<file path="src/logic/iea_pkg.sv">
// Shared types and constants for the indirect effective address unit.
// Assumes a single 20 MHz clock and a synchronous byte-wide memory port.
package iea_pkg;
   // =========================================================================
   // Widths and timing
   localparam int unsigned IEA_CLK_MHZ   = 20;
   localparam int unsigned IEA_FULL_AW   = 16;
   localparam int unsigned IEA_AW_SMALL  = 12;
   localparam int unsigned IEA_AW_MID    = 13;
   localparam logic [7:0]  IEA_ZP_HIGH   = 8'h00;
   localparam logic [15:0] IEA_RST_ADDR  = 16'h0000;
   localparam logic [7:0]  IEA_RST_BYTE  = 8'h00;

   // =========================================================================
   // Modes and interrupt option sets
   typedef enum logic [1:0] {
      IEA_MODE_XIND,     // Pre-indexed through page zero with X
      IEA_MODE_INDY,     // Post-indexed through page zero with Y
      IEA_MODE_ABSIND,   // Absolute indirect jump
      IEA_MODE_NONE
   } iea_mode_e;

   typedef enum logic [1:0] {
      IEA_IRQ_BOTH,      // Maskable and non-maskable inputs present
      IEA_IRQ_MASK_ONLY, // Maskable request only
      IEA_IRQ_NONE       // No interrupt inputs
   } iea_irq_cfg_e;

   // Request from the core
   typedef struct packed {
      iea_mode_e  mode;
      logic [7:0] op_lo;   // Second instruction byte
      logic [7:0] op_hi;   // Third instruction byte
      logic [7:0] x_idx;
      logic [7:0] y_idx;
   } iea_req_s;

   // Memory read port
   typedef struct packed {
      logic        rd;
      logic [15:0] addr;
   } iea_mem_s;
endpackage : iea_pkg

</file>
<file path="src/logic/iea_byte_add.sv">
// Eight-bit adder with carry in and carry out, used for index sums.
// Purely combinational; the caller decides whether the carry is kept.
`timescale 1ns/1ns
module iea_byte_add (
   input  wire logic [7:0] a,     // First operand
   input  wire logic [7:0] b,     // Second operand
   input  wire logic       cin,   // Carry in
   output logic      [7:0] sum,   // Low eight bits
   output logic            cout   // Carry out
);
   // =========================================================================
   // Sum
   logic [8:0] full;
   assign full = {1'b0, a} + {1'b0, b} + {8'h00, cin};
   assign sum  = full[7:0];
   assign cout = full[8];
endmodule : iea_byte_add

</file>
<file path="src/logic/iea_unit.sv">
// Effective address unit for the three indirect addressing modes.
// Assumes memory answers a read with data on MEM_DATA one cycle after
// MEM_RD, and that the core holds START for one cycle with REQ valid.
//
// Overview of operation
// RL1 - X-indexed pointer is byte sum, no carry
// RL2 - Pointer byte gives effective address low
// RL3 - Next page-zero byte gives high, wraps
// RL4 - Pointer byte plus Y gives low byte
// RL5 - Low carry added into fetched high byte
// RL6 - Pointer at last location wraps to zero
// RL7 - Two operand bytes form sixteen-bit pointer
// RL8 - Fetch target pair, load program counter
// RL9 - Address truncated to lines the variant has
// RL10 - Variant selects existing interrupt inputs
// RL11 - Page-zero fetches use zero high byte
`timescale 1ns/1ns
module iea_unit
   import iea_pkg::*;
#(
   parameter int unsigned ADDR_LINES = IEA_FULL_AW,   // 12, 13 or 16
   parameter iea_pkg::iea_irq_cfg_e IRQ_CFG = iea_pkg::IEA_IRQ_BOTH
) (
   input  wire logic                  CLOCK,     // 20 MHz system clock
   input  wire logic                  NRST,      // Async reset, active low
   input  wire logic                  START,     // One-cycle request strobe
   input  wire iea_pkg::iea_req_s     REQ,       // Mode, operands, indexes
   input  wire logic [7:0]            MEM_DATA,  // Read data, one cycle late
   input  wire logic                  IRQ_IN_N,  // Maskable request, low
   input  wire logic                  NMI_IN_N,  // Non-maskable request, low
   output logic                       MEM_RD,    // Memory read strobe
   output logic [ADDR_LINES-1:0]      ADDRESS_BUS_LINES, // Driven lines
   output logic                       BUSY,      // Sequence in progress
   output logic                       DONE,      // Result valid pulse
   output logic [15:0]                EFF_ADDR,  // Effective address
   output logic                       PC_LOAD,   // Jump target load pulse
   output logic [15:0]                PC,        // Program counter
   output logic                       IRQ_REQ,   // Gated maskable request
   output logic                       NMI_REQ    // Gated non-maskable req
);
   import iea_pkg::*;

   // =========================================================================
   // Elaboration checks
   // Only the three bus widths of the family are served
   if (!(ADDR_LINES == IEA_AW_SMALL || ADDR_LINES == IEA_AW_MID ||
         ADDR_LINES == IEA_FULL_AW)) begin : g_bad_aw
      $error("ADDR_LINES must be 12, 13 or 16");
   end

   // =========================================================================
   // Fetch sequence, one state per clock
   // IDLE : take START, latch mode and Y, issue the low pointer fetch
   // LO   : issue the high pointer fetch while memory answers the low one
   // HI   : low byte arrives; in post-indexed mode the Y sum and its carry are kept
   // LAST : high byte arrives; result, and for jumps the counter, load
   // The next request may be taken on the edge that ends DONE, so a
   // new sequence can start every four cycles at best.
   // Memory must answer in exactly one cycle; there is no wait input,
   // so slower memory needs a wrapper that stalls the core instead.
   // Both pointer fetches are issued back to back to keep the latency
   // fixed; the price is that memory sees two reads even for a jump.

   typedef enum logic [2:0] {
      ST_IDLE, ST_LO, ST_HI, ST_LAST, ST_DONE
   } iea_state_e;

   typedef struct packed {
      iea_state_e  st;
      iea_mode_e   mode;
      logic [15:0] ptr;
      logic [7:0]  y;
      logic [7:0]  lo;
      logic        carry;
      iea_mem_s    mem;
      logic        busy;
      logic        done;
      logic        pc_load;
      logic [15:0] eff;
      logic [15:0] pc;
      logic        irq;
      logic        nmi;
   } iea_state_s;

   // Registered state and the copy that the next-state logic fills
   iea_state_s s_r, s_nxt;

   // =========================================================================
   // Shared adders
   logic [7:0] xsum, ysum;
   logic       ycarry;
   logic [7:0] hsum;

   // Pointer plus X, carry discarded
   iea_byte_add u_xadd (
      .a    (REQ.op_lo),
      .b    (REQ.x_idx),
      .cin  (1'b0),
      .sum  (xsum),
      .cout ()
   );
   // Fetched low byte plus Y
   iea_byte_add u_yadd (
      .a    (MEM_DATA),
      .b    (s_r.y),
      .cin  (1'b0),
      .sum  (ysum),
      .cout (ycarry)
   );
   // Fetched high byte plus low carry
   iea_byte_add u_hadd (
      .a    (MEM_DATA),
      .b    (8'h00),
      .cin  (s_r.carry),
      .sum  (hsum),
      .cout ()            // Carry past sixteen bits is dropped
   );

   // =========================================================================
   // Next-state logic
   always_comb begin
      s_nxt         = s_r;
      s_nxt.mem.rd  = 1'b0;
      s_nxt.done    = 1'b0;
      s_nxt.pc_load = 1'b0;
      // Absent inputs read as never asserted
      // Levels only; catching an edge on the non-maskable input is the core's job
      s_nxt.irq = (IRQ_CFG != IEA_IRQ_NONE) && !IRQ_IN_N;              // RL10
      s_nxt.nmi = (IRQ_CFG == IEA_IRQ_BOTH) && !NMI_IN_N;              // RL10
      case (s_r.st)
         ST_IDLE: begin
            // An idle mode code is refused so a stray strobe costs nothing
            if (START && REQ.mode != IEA_MODE_NONE) begin
               s_nxt.mode  = REQ.mode;
               s_nxt.y     = REQ.y_idx;
               s_nxt.carry = 1'b0;
               s_nxt.busy  = 1'b1;
               case (REQ.mode)
                  IEA_MODE_XIND:   s_nxt.ptr = {IEA_ZP_HIGH, xsum};       // RL1 RL11
                  IEA_MODE_INDY:   s_nxt.ptr = {IEA_ZP_HIGH, REQ.op_lo};  // RL4 RL11
                  IEA_MODE_ABSIND: s_nxt.ptr = {REQ.op_hi, REQ.op_lo};    // RL7
                  default:         s_nxt.ptr = s_r.ptr;
               endcase
               s_nxt.mem.rd   = 1'b1;
               s_nxt.mem.addr = s_nxt.ptr;
               s_nxt.st       = ST_LO;
            end
         end
         ST_LO: begin
            // Issue the high fetch while memory answers the low one
            s_nxt.mem.rd = 1'b1;
            if (s_r.mode == IEA_MODE_ABSIND) begin
               s_nxt.mem.addr = s_r.ptr + 16'h0001;                       // RL8
            end else begin
               // Increment wraps inside page zero
               s_nxt.mem.addr = {IEA_ZP_HIGH, s_r.ptr[7:0] + 8'h01};      // RL3 RL6
            end
            s_nxt.st = ST_HI;
         end
         ST_HI: begin
            // Only the post-indexed mode adds Y; the others pass the byte
            if (s_r.mode == IEA_MODE_INDY) begin
               s_nxt.lo    = ysum;                                        // RL4
               s_nxt.carry = ycarry;                                      // RL5
            end else begin
               s_nxt.lo    = MEM_DATA;                                    // RL2 RL8
               s_nxt.carry = 1'b0;
            end
            s_nxt.st = ST_LAST;
         end
         ST_LAST: begin
            // All modes report the address; jumps also load the counter
            s_nxt.eff  = {hsum, s_r.lo};                                  // RL3 RL5
            s_nxt.done = 1'b1;
            s_nxt.busy = 1'b0;
            if (s_r.mode == IEA_MODE_ABSIND) begin
               s_nxt.pc      = {MEM_DATA, s_r.lo};                        // RL8
               s_nxt.pc_load = 1'b1;
            end
            s_nxt.st = ST_IDLE;
         end
         // Unused codes fall back to idle rather than lock up
         default: s_nxt.st = ST_IDLE;
      endcase
   end

   // =========================================================================
   // State register
   always_ff @(posedge CLOCK or negedge NRST) begin
      if (!NRST) begin
         // Every field to a constant; nothing is sampled while in reset
         s_r <= '{st:      ST_IDLE,
                  mode:    IEA_MODE_NONE,
                  ptr:     IEA_RST_ADDR,
                  y:       IEA_RST_BYTE,
                  lo:      IEA_RST_BYTE,
                  carry:   1'b0,
                  mem:     '{rd: 1'b0, addr: IEA_RST_ADDR},
                  busy:    1'b0,
                  done:    1'b0,
                  pc_load: 1'b0,
                  eff:     IEA_RST_ADDR,
                  pc:      IEA_RST_ADDR,
                  irq:     1'b0,
                  nmi:     1'b0};
      end else begin
         s_r <= s_nxt;
      end
   end

   // =========================================================================
   // Outputs straight from the state register
   assign MEM_RD            = s_r.mem.rd;
   assign ADDRESS_BUS_LINES = s_r.mem.addr[ADDR_LINES-1:0];               // RL9
   // Busy has a flop of its own rather than a decode of the state,
   // so the core never sees a decode glitch on it
   assign BUSY              = s_r.busy;
   assign DONE              = s_r.done;
   assign PC_LOAD           = s_r.pc_load;
   // Upper bits beyond the present lines are never seen by memory
   assign EFF_ADDR          = s_r.eff;
   assign PC                = s_r.pc;
   assign IRQ_REQ           = s_r.irq;
   assign NMI_REQ           = s_r.nmi;
endmodule : iea_unit

</file>
<file path="config.mk">
export PLATFORM = sky130hd
export DESIGN_NAME = iea_unit
export DESIGN_NICKNAME = d
export VERILOG_FILES = /design/src/logic/iea_pkg.sv /design/src/logic/iea_byte_add.sv /design/src/logic/iea_unit.sv
export SDC_FILE = /design/constraint.sdc
export NUM_CORES = 1
export LEC_CHECK = 0
export BUFFER_PORTS_ARGS = -buffer_cell sky130_fd_sc_hd__buf_2
export CAP_MARGIN = 30
export CELL_PAD_IN_SITES_DETAIL_PLACEMENT = 0
export CELL_PAD_IN_SITES_GLOBAL_PLACEMENT = 1
export CORE_ASPECT_RATIO = 0.9
export CORE_MARGIN = 3
export CORE_UTILIZATION = 46
export CTS_CLUSTER_SIZE = 30
export DETAILED_ROUTE_END_ITERATION = 6
export GPL_TIMING_DRIVEN = 0
export PLACE_DENSITY = 0.86
export REMOVE_ABC_BUFFERS = 1
export SYNTH_ARGS = -nofsm -noshare
export SYNTH_HDL_FRONTEND = slang
export SYNTH_SLANG_ARGS = --single-unit
</file>
<file path="constraint.sdc">
create_clock -name CLOCK -period 3.3 [get_ports CLOCK]
set_input_delay 0.495 -clock CLOCK [delete_from_list [all_inputs] [get_ports CLOCK]]
set_output_delay 0.495 -clock CLOCK [all_outputs]
set_load 0.01 [all_outputs]
</file>
==> results.json <==
{
  "crit_family": "simple AND/OR/NAND/NOR gates",
  "nets": 662,
  "max-vdd-ir-drop_mv": 0.390,
  "p_leak_nw": 2.87,
  "grt_pass1_vias": 3980,
  "p_per_area_nw_per_um2": 901,
  "die_x_um": 118,
  "num_vias": 3967,
  "clk_pin_slew_ns": 0.07,
  "setup_violations": 0,
  "grtUsageTotal_pct": 19.6,
  "syn_area_sq_um": 5160,
  "r2r-start": "s_r[89]",
  "vias_per_cell": 5.31,
  "yosysSeqAreaShare_pct": 44.2,
  "insertion_delay_ns": 0.35,
  "grt_max_degree": 54,
  "ctsHoldBuffers": 0,
  "synth_edf_count": 0,
  "rows": 36,
  "final.setup.tns_ns": 0,
  "routedWlPerCell_um": 15.8,
  "syn_inst": 543,
  "area_delta_synth_final_pct": 12.4,
  "grt_setup_unrepaired": "no",
  "finalWirelength_um": 11800,
  "syn_avg_cell_area_sq_um": 9.51,
  "clockPowerShare_pct": 21.7,
  "crit_arrival_ns": 2.90,
  "crit_fanout": 20,
  "post_dp_cell_area_sq_um": 5480,
  "async_flop_share_pct": 100,
  "drive_gt1_share_pct": 23.5,
  "min_period_over_period_pct": 79.3,
  "start_util_pct": 47.4,
  "io_buffers": 100,
  "grt_pass1_wl_um": 19600,
  "drtPass1Iterations": 5,
  "cts_buffers": 9,
  "cts_tree": "built",
  "fin_crit_ns": 2.62,
  "dominantRegCellSynth": "dfrtp_1",
  "ant_nets": 0,
  "hpwl_um": 8720,
  "r2r_cells": 5,
  "power_frac_comb_pct": 39.9,
  "drc": 0,
  "worst_setup_path_start_kind": "flip-flop",
  "critPathKind": "reg -> reg",
  "cts_setup_buffers": 0,
  "antenna_found_initial": 0,
  "critPathRequiredTime_ns": 3.58,
  "outcome": "complete, no violations",
  "slew_headroom_pct": 30.9,
  "fmax_mhz": 382,
  "cp_common_cell": "nand2_1",
  "ys_ff_latch": 91,
  "crit_path_end_kind": "flip-flop",
  "drv_slew": 0,
  "critPathBufInv": 1,
  "power.share.sequential_pct": 38.5,
  "worstMarginPinSlew_ns": 1.03,
  "ios": 101,
  "crit_path_top_delay_cell": "nand3b_1",
  "cts_resized": 0,
  "ys_types": 61,
  "p_sw_share_pct": 38.0,
  "skew_ns": 0.00795,
  "gp_congestion": 0.796,
  "cts.sinks": 91,
  "finalHoldViolCount": 0,
  "die_h_um": 107,
  "core_area_sq_um": 10900,
  "clk_path_buf_depth": 2,
  "grt_overflow": 0,
  "max_stage_delay_ns": 0.73,
  "power.total_mw": 5.23,
  "switchingPower_mw": 1.98,
  "timing.rr.end": "PC[3]",
  "design_area_sq_um": 5800,
  "n_antenna_cell": 0,
  "initialDrtViolationCount": 300,
  "min-delay-path-class": "in -> async",
  "cts-htree-levels": 3,
  "path_cells": "ha_1, nand3b_1, inv_1, nand2_1, nand2_1",
  "clockRootBuffer": "clkbuf_16",
  "drv_cap": 0,
  "internal-power_mw": 3.24,
  "die-area_sq_um": 12500,
  "ys_warn_count": 0,
  "ff2ff_setup_slack_ns": 0.68
}
[synth_stat cells, types with 3 or more instances]
cell | number | area share [%]
a221oi_1 | 3 | 0.51
a31oi_1 | 5 | 0.61
or3_1 | 4 | 0.48
a221o_1 | 3 | 0.58
nor2b_1 | 5 | 0.61
buf_4 | 48 | 7.0
nor3b_1 | 3 | 0.44
a21o_1 | 13 | 1.9
nor3_1 | 6 | 0.58
nand4_1 | 4 | 0.48
and2_1 | 3 | 0.36
nand2b_1 | 5 | 0.61
a211oi_1 | 7 | 1.0
a22oi_1 | 6 | 0.87
xnor2_1 | 8 | 1.4
a22o_1 | 8 | 1.4
xor2_1 | 13 | 2.2
inv_1 | 14 | 1.0
nor2_1 | 36 | 2.6
a21oi_1 | 23 | 2.2
dfrtp_1 | 89 | 43
nand2_1 | 97 | 7.1
mux2_2 | 11 | 2.4
o211ai_1 | 3 | 0.44
and3_1 | 6 | 0.73
nand3_1 | 16 | 1.6
o21ai_0 | 21 | 2.0
ha_1 | 23 | 5.6
clkbuf_1 | 11 | 0.80
buf_2 | 5 | 0.48
[sequential cells by signal (all words and copies together) (netlist names)]
register,flops
EFF_ADDR,16
DONE,1
NMI_REQ,1
PC_LOAD,1
PC,16
s_r,37
BUSY,1
MEM_RD,1
ADDRESS_BUS_LINES,16
IRQ_REQ,1
[placed cells by master, fill, tap and decap left out, drive strengths merged, types with 3 or more instances in the layout]
master and n:
a221o 3, nand2b 5, o211ai 4, and2 3
a22o 8, a22oi 6, xor2 13, clkbuf 11
o21ai 21, nor4 3, a221oi 3, ha 23
nor3 6, dfrtp 89, or3 4, and3 6
nor2 36, a211oi 7, a21oi 24, xnor2 8
nor2b 5, inv 16, nand4 4, a31oi 5
nand2 97, buf 104, a21o 14, nor3b 4
nand3 16, mux2 11
[stage by stage]
step	instances	utilization, %	hold WS [ns]	setup slack [ns]
2_1_floorplan	475	-	0.199	1.22
3_3_place_gp	727	49.5	0.452	0.209
3_5_place_dp	731	50.2	0.458	0.680
4_1_cts	747	53.2	0.134	0.667
5_1_grt	747	53.2	0.160	0.454
6_report	747	53.2	0.120	0.682
[logic make-up (layout without fill, tap and decap cells)]
logic type	after synthesis	count (layout)	share of synthesized area (%)
AOI/OAI and AO/OA	112	112	15.2
xor gates and xnor gates	21	21	3.56
adders and majority gates	27	27	6.74
buffers and inverters	82	134	9.86
DFF	91	91	44.2
muxes	12	12	2.59
and+or+nand+nor	198	198	17.8
[how the worst max path moves through the flow]
stage,from,slack (ns),endpoint,cells past startpoint
floorplan,s_r[89],1.22,PC[0],5
global placement,s_r[89],0.21,PC[8],5
detailed placement,s_r[89],0.68,PC[14],5
CTS,s_r[89],0.67,PC[3],5
global route,s_r[89],0.45,PC[14],5
finish,s_r[89],0.68,PC[3],5
[area by class of cell]
| type | count | area, sq um |
|---|---|---|
| flip-flops and latches | 91 | 2280 |
| well taps | 152 | 190 |
| clock inverters | 5 | 82.6 |
| clock buffers | 11 | 243 |
| repair buffers | 104 | 581 |
| fillers | 1023 | 5100 |
| inverters | 14 | 52.6 |
| multi-input cells | 370 | 2370 |
[worst register-to-register path: cells and delay by family, from the launching register on]
kind | cells | cell delay [ns]
buffers and inverters | 1 | 0.66
adder cells (fa/ha/maj) | 1 | 0.57
AND/OR/NAND/NOR | 3 | 0.94
flip-flops | 1 | 0.39
[layer usage]
metal	part of all wire (%)	vias to the layer above	GRT usage [%]
li1	-	1940	-
met1	44	1904	24.4
met2	49	111	34.0
met3	5.4	12	4.79
met4	1.1	0	5.36
met5	0	-	0
[power by group through the flow]
stage,combinational (mW),clock [mW],sequential [mW]
global placement,1.99,0,1.99
CTS,2.11,1.15,2.01
detailed placement,2.09,0,2.02
floorplan,1.21,0,2.09
global route,2.34,1.20,2.07
finish,2.08,1.13,2.01
Note: power is estimated with default switching activity, not from simulation.
